==> src/verilog/dbg_defines.vh <==
// Constants for the serial debug command decoder
`ifndef DBG_DEFINES_VH
`define DBG_DEFINES_VH

// ----------------------------------------------------------------------
// Serial responses (bit 16 is the status bit of the 17-bit word)
// ----------------------------------------------------------------------
`define RESP_NOT_READY  17'h10000
`define RESP_BUS_ERR    17'h10001
`define RESP_ILLEGAL    17'h1FFFF
`define RESP_COMPLETE   17'h0FFFF

// ----------------------------------------------------------------------
// Command opcodes
// ----------------------------------------------------------------------
`define OP_CREAD        12'h218
`define OP_CWRITE       12'h208
`define OP_SREAD        12'h250
`define OP_SWRITE       12'h240
`define OP_MREAD        8'h19
`define OP_MWRITE       8'h18
`define OP_NULL         16'h0000
`define OP_RSTPER       16'h0800

// ----------------------------------------------------------------------
// Operand size codes
// ----------------------------------------------------------------------
`define SZ_BYTE         2'h0
`define SZ_WORD         2'h1
`define SZ_LONG         2'h2
`define SZ_RSVD         2'h3

// ----------------------------------------------------------------------
// System register select codes
// ----------------------------------------------------------------------
`define SYS_RPC         4'h0
`define SYS_PCC         4'h1
`define SYS_TMPA        4'h8
`define SYS_FAR         4'h9
`define SYS_VBR         4'hA
`define SYS_SWORD       4'hB
`define SYS_USP         4'hC
`define SYS_SSP         4'hD
`define SYS_SFC         4'hE
`define SYS_DFC         4'hF

// ----------------------------------------------------------------------
// Register file slots
// ----------------------------------------------------------------------
`define RF_USP          5'h0F
`define RF_SSP          5'h10
`define RF_PCC          5'h11
`define RF_TMPA         5'h12
`define RF_VBR          5'h13

// ----------------------------------------------------------------------
// Wishbone map, fields, reset values, timing
// ----------------------------------------------------------------------
`define WB_CTRL         8'h00
`define WB_STAT         8'h04
`define WB_SWORD        8'h08
`define WB_RPC          8'h0C
`define CTRL_EN         0
`define SWORD_SBIT      13
`define SWORD_RST       16'h2700
`define RSTPER_CYCLES   512

`endif

==> src/verilog/dbg_reg_file.v <==
// Core register storage for the debug command decoder
`timescale 1ns/1ps

module dbg_reg_file #(
   parameter DW = 32,
   parameter AW = 5
) (
   // Clock
   input  wire          core_clk,
   // Write port
   input  wire          wrEn,
   input  wire [AW-1:0] wrAddr,
   input  wire [DW-1:0] wrData,
   // Read port, data one cycle later
   input  wire [AW-1:0] rdAddr,
   output reg  [DW-1:0] rdData_q
);

   reg [DW-1:0] mem [0:(1<<AW)-1];

   // No reset: contents are software state, not control
   always @(posedge core_clk) begin
      if (wrEn) begin
         mem[wrAddr] <= wrData;
      end
      rdData_q <= mem[rdAddr];
   end

endmodule

==> src/verilog/debug_command_decoder.v <==
// Serial debug command decoder with core and system register access
`timescale 1ns/1ps
`include "dbg_defines.vh"

// Operation
// - size 00 byte, 01 word, 10 long
// - select bit one address, zero data register
// - address two words, data one or two
// - multi-word values go high word first
// - command and result traffic overlap per transfer
// - command slot returns previous low result
// - slot after command: not-ready, illegal, complete or read data
// - ready for next transfer within eight clocks
// - memory read starts after low address transfer
// - transfer during memory access gets not-ready
// - long read result in two transfers after access, word or byte in one
// - bus or address error returns error status
// - core read returns 32 bits, high first
// - core write replaces 32 bits, then complete
// - register seven follows supervisor bit at entry
// - system read returns 32 bits zero-extended
// - system select codes decode to named registers
// - system write is long, narrow uses low word
// - fault address writes are ignored
// - system write loads command-complete response
// - reset peripherals 512 cycles; null does nothing
// - status bit plus data encode responses
module debug_command_decoder (
   // Clock and reset
   input  wire        core_clk,
   input  wire        rst,
   // Serial debug link
   input  wire        dsclk,
   input  wire        dsi,
   output reg         dso_q,
   // Register bus
   input  wire        wbCyc,
   input  wire        wbStb,
   input  wire        wbWe,
   input  wire [7:0]  wbAdr,
   input  wire [3:0]  wbSel,
   input  wire [31:0] wbDatI,
   output reg  [31:0] wbDatO_q,
   output reg         wbAck_q,
   // Bus unit
   output reg         memReq_q,
   output reg         memWe_q,
   output reg  [1:0]  memSize_q,
   output reg  [2:0]  memSpace_q,
   output reg  [31:0] memAddr_q,
   output reg  [31:0] memWdata_q,
   input  wire        memDone,
   input  wire        memErr,
   input  wire [31:0] memRdata,
   // System side
   input  wire [31:0] faultAddr,
   output reg         sysRst_q
);

   // -------------------------------------------------------------------
   // States and command kinds
   // -------------------------------------------------------------------
   localparam [3:0] ST_CMD    = 4'h0;
   localparam [3:0] ST_EXT_HI = 4'h1;
   localparam [3:0] ST_EXT_LO = 4'h2;
   localparam [3:0] ST_DAT_HI = 4'h3;
   localparam [3:0] ST_DAT_LO = 4'h4;
   localparam [3:0] ST_FETCH  = 4'h5;
   localparam [3:0] ST_MEM    = 4'h6;
   localparam [3:0] ST_RES_LO = 4'h7;
   localparam [3:0] ST_RST    = 4'h8;

   localparam [3:0] K_ILL = 4'h0;
   localparam [3:0] K_NUL = 4'h1;
   localparam [3:0] K_RST = 4'h2;
   localparam [3:0] K_CRD = 4'h3;
   localparam [3:0] K_CWR = 4'h4;
   localparam [3:0] K_SRD = 4'h5;
   localparam [3:0] K_SWR = 4'h6;
   localparam [3:0] K_MRD = 4'h7;
   localparam [3:0] K_MWR = 4'h8;

   localparam [4:0] LAST_BIT = 5'h10;
   localparam integer RST_LOAD = `RSTPER_CYCLES - 1;

   // -------------------------------------------------------------------
   // Decode functions
   // -------------------------------------------------------------------
   function sysValid;
      input [3:0] sel;
      begin
         sysValid = (sel == `SYS_RPC) || (sel == `SYS_PCC) || sel[3];
      end
   endfunction

   function [3:0] decodeCmd;
      input [15:0] w;
      begin
         decodeCmd = K_ILL;
         if (w == `OP_NULL) begin
            decodeCmd = K_NUL;
         end else if (w == `OP_RSTPER) begin
            decodeCmd = K_RST;
         end else if (w[15:4] == `OP_CREAD) begin
            decodeCmd = K_CRD;
         end else if (w[15:4] == `OP_CWRITE) begin
            decodeCmd = K_CWR;
         end else if (w[15:4] == `OP_SREAD && sysValid(w[3:0])) begin
            decodeCmd = K_SRD;
         end else if (w[15:4] == `OP_SWRITE && sysValid(w[3:0])) begin
            decodeCmd = K_SWR;
         end else if (w[5:0] == 6'h00 && w[7:6] != `SZ_RSVD) begin
            // Reserved size falls through to illegal
            if (w[15:8] == `OP_MREAD) begin
               decodeCmd = K_MRD;
            end else if (w[15:8] == `OP_MWRITE) begin
               decodeCmd = K_MWR;
            end
         end
      end
   endfunction

   function [4:0] coreIdx;
      input       isAddr;
      input [2:0] num;
      input       supAtEntry;
      begin
         if (isAddr && num == 3'h7) begin
            coreIdx = supAtEntry ? `RF_SSP : `RF_USP;
         end else begin
            coreIdx = {1'b0, isAddr, num};
         end
      end
   endfunction

   function inRf;
      input [3:0] sel;
      begin
         inRf = (sel == `SYS_PCC) || (sel == `SYS_TMPA) ||
                (sel == `SYS_VBR) || (sel == `SYS_USP) ||
                (sel == `SYS_SSP);
      end
   endfunction

   function [4:0] sysIdx;
      input [3:0] sel;
      begin
         case (sel)
            `SYS_PCC: sysIdx = `RF_PCC;
            `SYS_VBR: sysIdx = `RF_VBR;
            `SYS_USP: sysIdx = `RF_USP;
            `SYS_SSP: sysIdx = `RF_SSP;
            default:  sysIdx = `RF_TMPA;
         endcase
      end
   endfunction

   function [31:0] mergeLanes;
      input [31:0] old;
      input [31:0] val;
      input [3:0]  sel;
      integer i;
      begin
         mergeLanes = old;
         for (i = 0; i < 4; i = i + 1) begin
            if (sel[i]) begin
               mergeLanes[i*8 +: 8] = val[i*8 +: 8];
            end
         end
      end
   endfunction

   // -------------------------------------------------------------------
   // Link synchronisers
   // -------------------------------------------------------------------
   reg sclkS1_q, sclkS2_q, sclkS3_q;
   reg dsiS1_q, dsiS2_q;

   always @(posedge core_clk) begin
      if (rst) begin
         sclkS1_q <= 1'b1;
         sclkS2_q <= 1'b1;
         sclkS3_q <= 1'b1;
         dsiS1_q  <= 1'b0;
         dsiS2_q  <= 1'b0;
      end else begin
         sclkS1_q <= dsclk;
         sclkS2_q <= sclkS1_q;
         sclkS3_q <= sclkS2_q;
         dsiS1_q  <= dsi;
         dsiS2_q  <= dsiS1_q;
      end
   end

   wire sclkRise = sclkS2_q & ~sclkS3_q;

   // -------------------------------------------------------------------
   // Serial shifter
   // -------------------------------------------------------------------
   reg  [4:0]  rxCnt_q;
   reg  [16:0] rxShift_q;
   reg  [16:0] txShift_q;
   reg         rxDone_q;
   reg         dbgEn_q;
   reg         pendValid_q;
   reg  [16:0] pendWord_q;
   reg  [16:0] txNext;

   // A response waits for an idle link so no transfer is corrupted
   wire loadPend = dbgEn_q & ~sclkRise & pendValid_q & (rxCnt_q == 5'h00);

   always @* begin
      txNext = txShift_q;
      if (!dbgEn_q) begin
         txNext = `RESP_NOT_READY;
      end else if (sclkRise) begin
         if (rxCnt_q == LAST_BIT) begin
            txNext = `RESP_NOT_READY;
         end else begin
            txNext = {txShift_q[15:0], 1'b0};
         end
      end else if (loadPend) begin
         txNext = pendWord_q;
      end
   end

   always @(posedge core_clk) begin
      if (rst) begin
         rxCnt_q   <= 5'h00;
         rxShift_q <= 17'h00000;
         txShift_q <= `RESP_NOT_READY;
         dso_q     <= 1'b1;
         rxDone_q  <= 1'b0;
      end else begin
         txShift_q <= txNext;
         dso_q     <= txNext[16];
         rxDone_q  <= 1'b0;
         if (!dbgEn_q) begin
            rxCnt_q <= 5'h00;
         end else if (sclkRise) begin
            rxShift_q <= {rxShift_q[15:0], dsiS2_q};
            if (rxCnt_q == LAST_BIT) begin
               rxCnt_q  <= 5'h00;
               rxDone_q <= 1'b1;
            end else begin
               rxCnt_q <= rxCnt_q + 5'h01;
            end
         end
      end
   end

   // -------------------------------------------------------------------
   // Register storage
   // -------------------------------------------------------------------
   wire [15:0] rxWord = rxShift_q[15:0];
   reg         entryS_q;
   reg         rfWe_q;
   reg  [4:0]  rfWaddr_q;
   reg  [31:0] rfWdata_q;
   wire [31:0] rfRdata;
   wire [4:0]  rfRaddr = (rxWord[15:4] == `OP_CREAD) ?
                         coreIdx(rxWord[3], rxWord[2:0], entryS_q) :
                         sysIdx(rxWord[3:0]);

   dbg_reg_file #(
      .DW (32),
      .AW (5)
   ) regFile (
      .core_clk (core_clk),
      .wrEn     (rfWe_q),
      .wrAddr   (rfWaddr_q),
      .wrData   (rfWdata_q),
      .rdAddr   (rfRaddr),
      .rdData_q (rfRdata)
   );

   // -------------------------------------------------------------------
   // Command sequencer
   // -------------------------------------------------------------------
   reg  [3:0]  state_q;
   reg  [3:0]  kind_q;
   reg  [3:0]  sel_q;
   reg  [15:0] hiWord_q;
   reg  [15:0] resLo_q;
   reg  [31:0] rpc_q;
   reg  [15:0] sword_q;
   reg  [2:0]  sfc_q;
   reg  [2:0]  dfc_q;
   reg  [9:0]  rstCnt_q;
   reg  [31:0] fetchVal;

   wire [3:0]  kindNow = decodeCmd(rxWord);
   wire [31:0] extLong = {hiWord_q, rxWord};
   wire        wbHit   = wbCyc & wbStb & ~wbAck_q;
   wire [31:0] swordMrg = mergeLanes({16'h0000, sword_q}, wbDatI, wbSel);

   always @* begin
      case (sel_q)
         `SYS_RPC:   fetchVal = rpc_q;
         `SYS_FAR:   fetchVal = faultAddr;
         `SYS_SWORD: fetchVal = {16'h0000, sword_q};
         `SYS_SFC:   fetchVal = {29'h00000000, sfc_q};
         `SYS_DFC:   fetchVal = {29'h00000000, dfc_q};
         default:    fetchVal = rfRdata;
      endcase
      if (kind_q == K_CRD) begin
         fetchVal = rfRdata;
      end
   end

   always @(posedge core_clk) begin
      if (rst) begin
         state_q     <= ST_CMD;
         kind_q      <= K_NUL;
         sel_q       <= 4'h0;
         hiWord_q    <= 16'h0000;
         resLo_q     <= 16'h0000;
         pendValid_q <= 1'b0;
         pendWord_q  <= `RESP_COMPLETE;
         rfWe_q      <= 1'b0;
         rfWaddr_q   <= 5'h00;
         rfWdata_q   <= 32'h00000000;
         rpc_q       <= 32'h00000000;
         sword_q     <= `SWORD_RST;
         sfc_q       <= 3'h0;
         dfc_q       <= 3'h0;
         entryS_q    <= 1'b0;
         dbgEn_q     <= 1'b0;
         rstCnt_q    <= 10'h000;
         sysRst_q    <= 1'b0;
         memReq_q    <= 1'b0;
         memWe_q     <= 1'b0;
         memSize_q   <= `SZ_BYTE;
         memSpace_q  <= 3'h0;
         memAddr_q   <= 32'h00000000;
         memWdata_q  <= 32'h00000000;
         wbAck_q     <= 1'b0;
         wbDatO_q    <= 32'h00000000;
      end else begin
         rfWe_q  <= 1'b0;
         wbAck_q <= wbHit;
         if (loadPend) begin
            pendValid_q <= 1'b0;
         end
         // Register bus, one-cycle answer
         if (wbHit && wbWe) begin
            case (wbAdr)
               `WB_CTRL: begin
                  if (wbSel[0]) begin
                     dbgEn_q <= wbDatI[`CTRL_EN];
                     if (wbDatI[`CTRL_EN] && !dbgEn_q) begin
                        entryS_q <= sword_q[`SWORD_SBIT];
                     end
                  end
               end
               `WB_SWORD: sword_q <= swordMrg[15:0];
               `WB_RPC:   rpc_q <= mergeLanes(rpc_q, wbDatI, wbSel);
               default: ;
            endcase
         end
         if (wbHit && !wbWe) begin
            case (wbAdr)
               `WB_CTRL:  wbDatO_q <= {31'h00000000, dbgEn_q};
               `WB_STAT:  wbDatO_q <= {24'h000000, sysRst_q, memReq_q,
                                       entryS_q, 1'b0, state_q};
               `WB_SWORD: wbDatO_q <= {16'h0000, sword_q};
               `WB_RPC:   wbDatO_q <= rpc_q;
               default:   wbDatO_q <= 32'h00000000;
            endcase
         end
         // Debug sequencer
         case (state_q)
            ST_CMD: begin
               if (rxDone_q) begin
                  kind_q <= kindNow;
                  sel_q  <= rxWord[3:0];
                  case (kindNow)
                     K_ILL: begin
                        pendValid_q <= 1'b1;
                        pendWord_q  <= `RESP_ILLEGAL;
                     end
                     K_NUL: begin
                        pendValid_q <= 1'b1;
                        pendWord_q  <= `RESP_COMPLETE;
                     end
                     K_RST: begin
                        sysRst_q <= 1'b1;
                        rstCnt_q <= RST_LOAD[9:0];
                        state_q  <= ST_RST;
                     end
                     K_CRD, K_SRD: state_q <= ST_FETCH;
                     default: begin
                        memSize_q <= rxWord[7:6];
                        state_q   <= ST_EXT_HI;
                     end
                  endcase
               end
            end
            ST_EXT_HI: begin
               if (rxDone_q) begin
                  hiWord_q <= rxWord;
                  state_q  <= ST_EXT_LO;
               end
            end
            ST_EXT_LO: begin
               if (rxDone_q) begin
                  state_q <= ST_CMD;
                  case (kind_q)
                     K_CWR: begin
                        rfWe_q      <= 1'b1;
                        rfWaddr_q   <= coreIdx(sel_q[3], sel_q[2:0],
                                               entryS_q);
                        rfWdata_q   <= extLong;
                        pendValid_q <= 1'b1;
                        pendWord_q  <= `RESP_COMPLETE;
                     end
                     K_SWR: begin
                        case (sel_q)
                           `SYS_FAR:   ;
                           `SYS_RPC:   rpc_q <= extLong;
                           `SYS_SWORD: sword_q <= rxWord;
                           `SYS_SFC:   sfc_q <= rxWord[2:0];
                           `SYS_DFC:   dfc_q <= rxWord[2:0];
                           default: begin
                              rfWe_q    <= inRf(sel_q);
                              rfWaddr_q <= sysIdx(sel_q);
                              rfWdata_q <= extLong;
                           end
                        endcase
                        pendValid_q <= 1'b1;
                        pendWord_q  <= `RESP_COMPLETE;
                     end
                     K_MRD: begin
                        memAddr_q  <= extLong;
                        memWe_q    <= 1'b0;
                        memSpace_q <= sfc_q;
                        memReq_q   <= 1'b1;
                        state_q    <= ST_MEM;
                     end
                     default: begin
                        memAddr_q <= extLong;
                        state_q   <= (memSize_q == `SZ_LONG) ?
                                     ST_DAT_HI : ST_DAT_LO;
                     end
                  endcase
               end
            end
            ST_DAT_HI: begin
               if (rxDone_q) begin
                  hiWord_q <= rxWord;
                  state_q  <= ST_DAT_LO;
               end
            end
            ST_DAT_LO: begin
               if (rxDone_q) begin
                  memWdata_q <= (memSize_q == `SZ_LONG) ? extLong :
                                {16'h0000, rxWord};
                  memWe_q    <= 1'b1;
                  memSpace_q <= dfc_q;
                  memReq_q   <= 1'b1;
                  state_q    <= ST_MEM;
               end
            end
            ST_MEM: begin
               // Response stays not-ready until the access ends
               if (memDone) begin
                  memReq_q    <= 1'b0;
                  pendValid_q <= 1'b1;
                  state_q     <= ST_CMD;
                  if (memErr) begin
                     pendWord_q <= `RESP_BUS_ERR;
                  end else if (memWe_q) begin
                     pendWord_q <= `RESP_COMPLETE;
                  end else if (memSize_q == `SZ_LONG) begin
                     pendWord_q <= {1'b0, memRdata[31:16]};
                     resLo_q    <= memRdata[15:0];
                     state_q    <= ST_RES_LO;
                  end else if (memSize_q == `SZ_WORD) begin
                     pendWord_q <= {1'b0, memRdata[15:0]};
                  end else begin
                     pendWord_q <= {9'h000, memRdata[7:0]};
                  end
               end
            end
            ST_FETCH: begin
               pendValid_q <= 1'b1;
               pendWord_q  <= {1'b0, fetchVal[31:16]};
               resLo_q     <= fetchVal[15:0];
               state_q     <= ST_RES_LO;
            end
            ST_RES_LO: begin
               if (rxDone_q) begin
                  pendValid_q <= 1'b1;
                  pendWord_q  <= {1'b0, resLo_q};
                  state_q     <= ST_CMD;
               end
            end
            ST_RST: begin
               if (rstCnt_q == 10'h000) begin
                  sysRst_q    <= 1'b0;
                  pendValid_q <= 1'b1;
                  pendWord_q  <= `RESP_COMPLETE;
                  state_q     <= ST_CMD;
               end else begin
                  rstCnt_q <= rstCnt_q - 10'h001;
               end
            end
            default: state_q <= ST_CMD;
         endcase
      end
   end

endmodule

==> config.mk <==
export PLATFORM = sky130hd
export DESIGN_NAME = debug_command_decoder
export DESIGN_NICKNAME = d
export VERILOG_FILES = /design/src/verilog/dbg_reg_file.v /design/src/verilog/debug_command_decoder.v
export VERILOG_INCLUDE_DIRS = /design/src /design/src/verilog
export SDC_FILE = /design/constraint.sdc
export NUM_CORES = 2
export LEC_CHECK = 0
export BUFFER_PORTS_ARGS = -buffer_cell sky130_fd_sc_hd__buf_2
export CAP_MARGIN = 0
export CORE_ASPECT_RATIO = 0.5
export CORE_UTILIZATION = 40
export CTS_CLUSTER_DIAMETER = 30
export DETAILED_ROUTE_END_ITERATION = 12
export PLACE_DENSITY = 0.59
export SYNTH_ARGS = -nofsm -noshare
export SYNTH_HDL_FRONTEND = slang
export SYNTH_SLANG_ARGS = --single-unit
==> constraint.sdc <==
create_clock -name core_clk -period 5.4 [get_ports core_clk]
set_input_delay 0.27 -clock core_clk [delete_from_list [all_inputs] [get_ports core_clk]]
set_output_delay 0.27 -clock core_clk [all_outputs]
set_load 0.05 [all_outputs]
==> impl_metrics.py <==
metrics = {
    "global_route": {
        "grt_pass1_vias": 26690,
        "wire_length_of_the_first_global_routing_pass_microns": 179800,
        "gr-total-overflow": 0,
        "global_route.usage.total_pct": 24.52,
        "grt_start_max_net_pins": 150,
        "antenna_found_initial": 1,
    },
    "power_and_ir_drop": {
        "worst_ir_drop_vdd_uv": 316.2,
        "seq_power_share_pct": 45.0,
        "leakage_nw": 17.88,
        "power_report.internal_total_mw": 14.06,
        "total_switching_power_mw": 3.618,
        "power.density_cell_area_nw_per_um2": 372.3,
        "switching_share_pct": 20.46,
        "total_power_mw": 17.68,
        "power.clock.fraction_pct": 54.1,
        "pwr-share-comb_pct": 1.0,
    },
    "worst_setup_path": {
        "crit_path_start_kind": "flip-flop",
        "setup.worst_path.end_class": "flip-flop",
        "critPathKind": "reg -> reg",
        "critical-path-slowest-cell": "mux2_8",
        "worstPathBufferInverterCount": 1,
        "crit_path_max_incr_delay_ps": 740,
        "required_ps": 6020,
        "cp_cell_sequence": "or3b_2, nor4_4, mux2_8, buf_12, mux2i_1, o22ai_1, nor3_1, nand2_1",
        "critical_path_arrival_ps": 4690,
        "timing.critical_path.max_delay_family": "simple AND/OR/NAND/NOR gates",
        "critPathMaxFanout": 71,
    },
    "logic_synthesis": {
        "synth_seq_area_share_pct": 66.29,
        "yosysUniqueCellTypes": 68,
        "async_reset_ff_share_pct": 0,
        "synth-seq-cells": 987,
        "ys.flop_type": "edfxtp_1",
        "synth-edff-count": 640,
        "synth_area_sq_um": 39470,
        "post_synthesis_cell_count": 3375,
        "synthesis.area_per_instance_sq_um": 11.70,
        "yosysWarningCount": 0,
        "postSynthNetCount": 3495,
    },
    "routing": {
        "post-route-drc-count": 0,
        "num_vias": 28830,
        "drt_first_pass_iters": 6,
        "wl_per_cell_microns": 24.64,
        "ant_nets": 0,
        "routed_wl_microns": 124600,
        "drt_initial_violations": 3400,
        "via_per_inst": 5.701,
    },
    "cells_and_area": {
        "fin_nets": 3733,
        "filler_cell_count": 8618,
        "syn_to_final_growth_pct": 20.31,
        "final_core_utilization_pct": 48.61,
        "multi_input_comb_area_sq_um": 12370,
        "flip_flop_and_latch_area_sq_um": 26170,
        "drive_gt1_share_pct": 15.77,
    },
    "sta": {
        "timing.slew.headroom_pct": 17.82,
        "tightest_slew_ps": 1230,
        "hold-worst-slack_ps": 78.95,
        "fin_setup_tns_ps": 0,
        "rsz0062_at_grt": "no",
        "period_share_pct": 75.45,
        "final.setup_skew_ps": 31.38,
        "final_max_slew_viol_count": 0,
        "finalCriticalPeriod_ps": 4074,
        "final_hold_viol_count": 0,
        "fmax_mhz": 245.5,
        "finalSetupViolCount": 0,
    },
    "flow_run": {
        "max_cap_violations": 0,
    },
    "floorplanning": {
        "floorplan.io_pins": 223,
        "die_h_microns": 224.1,
        "initial_utilization_pct": 40.40,
        "core_sq_um": 97700,
        "design.die.area_sq_um": 100000,
        "rows": 81,
        "floorplan.die.width_microns": 446.3,
    },
    "place": {
        "weighted_congestion_reported_at_the_end_of_routability_driven_placement": 0.9549,
        "count_of_buffers_from_port_buffering": 222,
        "dpl.hpwl_microns": 74940,
    },
    "clock_network": {
        "h-tree-depth": 4,
        "post-cts-setup-buffers": 0,
        "clk_transition_reported_paths_ps": 60,
        "insertion_delay_ps": 750,
        "postCtsHoldBufs": 54,
        "cts_root_buffer": "clkbuf_16",
        "cts_inserted_buffers": 142,
        "cts_buffer_depth": 3,
        "clkSinkCount": 987,
        "clock_tree_from_tritoncts": "built",
        "cts_repair_resize_count": 0,
    },
    "hold_path": {
        "holdCritPathClass": "in -> reg",
    },
    "outcome": {
        "outcome": "finished clean",
    },
}
## sequential cells by signal, summed over array words and instances (netlist names), 17 cells and up
signal,cells
rfWdata_q,32
regFile.rdData_q,32
pendWord_q,17
rpc_q,32
memAddr_q,32
regFile.mem,640
memWdata_q,32
txShift_q,17
wbDatO_q,32
## worst register-to-register path: stages (launching register included)
cell and delay (ps):
dfxtp_1 570, or3b_2 560, nor4_4 560, mux2_8 740
buf_12 600, mux2i_1 320, o22ai_1 100, nor3_1 410
nand2_1 100
## power groups by stage
stage                     clock [mW]  combinational, mW  sequential, mW
after global placement             0              0.136            8.10
after detailed placement           0              0.136            8.10
after CTS                       9.66              0.167            7.95
final                           9.56              0.170            7.95
after global routing            9.99              0.178            7.94
after floorplan                    0             0.0545            8.11
## through the flow
step	setup slack [ps]	instance area, sq um	std cells
after floorplan	2657	39470	3375
final	1326	47490	5057
after global routing	1093	47490	5056
after detailed placement	1380	41980	4743
after CTS	1360	47490	5056
after global placement	1498	41980	4743
## synthesized netlist by cell type (all sizes together) (49+ instances only)
library cell,n,area (sq um)
a211oi,96,720.7
nor3,57,290.3
nand3,128,640.6
nor2,243,912.1
buf,49,375.4
nand2,597,2241
clkbuf,203,773.2
o21ai,71,355.3
o22ai,101,631.9
dfxtp,347,6947
mux2i,286,2863
edfxtp,640,19220
a21oi,247,1236
## cell type report
type / count / area share (%)
Sequential cell: 987 / 55.10
Multi-Input combinational cell: 2124 / 26.06
Clock buffer: 170 / 8.165
Timing Repair Buffer: 346 / 4.790
Tap cell: 1328 / 3.499
Clock inverter: 89 / 2.292
Inverter: 12 / 0.09485
Antenna cell: 1 / 0.005270
## routing by layer
layer | global-route usage, % | up-vias | part of all wire, %
met1 | 35.40 | 14340 | 44
met4 | 9.766 | 0 | 3.4
li1 | - | 12910 | -
met3 | 4.787 | 236 | 9.5
met2 | 36.15 | 1344 | 43
met5 | 0 | - | 0
## final timing paths
check	start	to	slack, ps	cells past startpoint
min	memRdata[18]	pendWord_q[2]	80	5
min reg2reg	sclkS1_q	sclkS2_q	400	1
max reg2reg	rxShift_q[7]	regFile.rdData_q[29]	1330	8
max	rxShift_q[7]	regFile.rdData_q[29]	1330	8
## cells by family (layout without fill, tap and decap cells)
| family | count (synthesis) | after routing | share of synthesized area [%] |
|---|---|---|---|
| xor gates and xnor gates | 8 | 8 | 0.1775 |
| adders and majority gates | 3 | 3 | 0.09511 |
| DFF | 987 | 987 | 66.29 |
| and+or+nand+nor | 1166 | 1166 | 12.75 |
| muxes | 289 | 289 | 7.376 |
| other | 0 | 1 | 0 |
| buffers and inverters | 264 | 617 | 3.024 |
| AOI/OAI and AO/OA | 658 | 658 | 10.29 |
## layout by cell type, fill, tap and decap left out, types with 96 or more instances in the layout
cell type / netlist / final
nor2_1: 243 / 221
o22ai_1: 101 / 101
a211oi_1: 96 / 96
clkbuf_16: 0 / 149
buf_2: 8 / 221
mux2i_1: 286 / 286
dfxtp_1: 347 / 347
a21oi_1: 247 / 245
nand2_1: 597 / 596
edfxtp_1: 640 / 640
nand3_1: 128 / 126
Note: power is estimated with default switching activity, not from simulation.
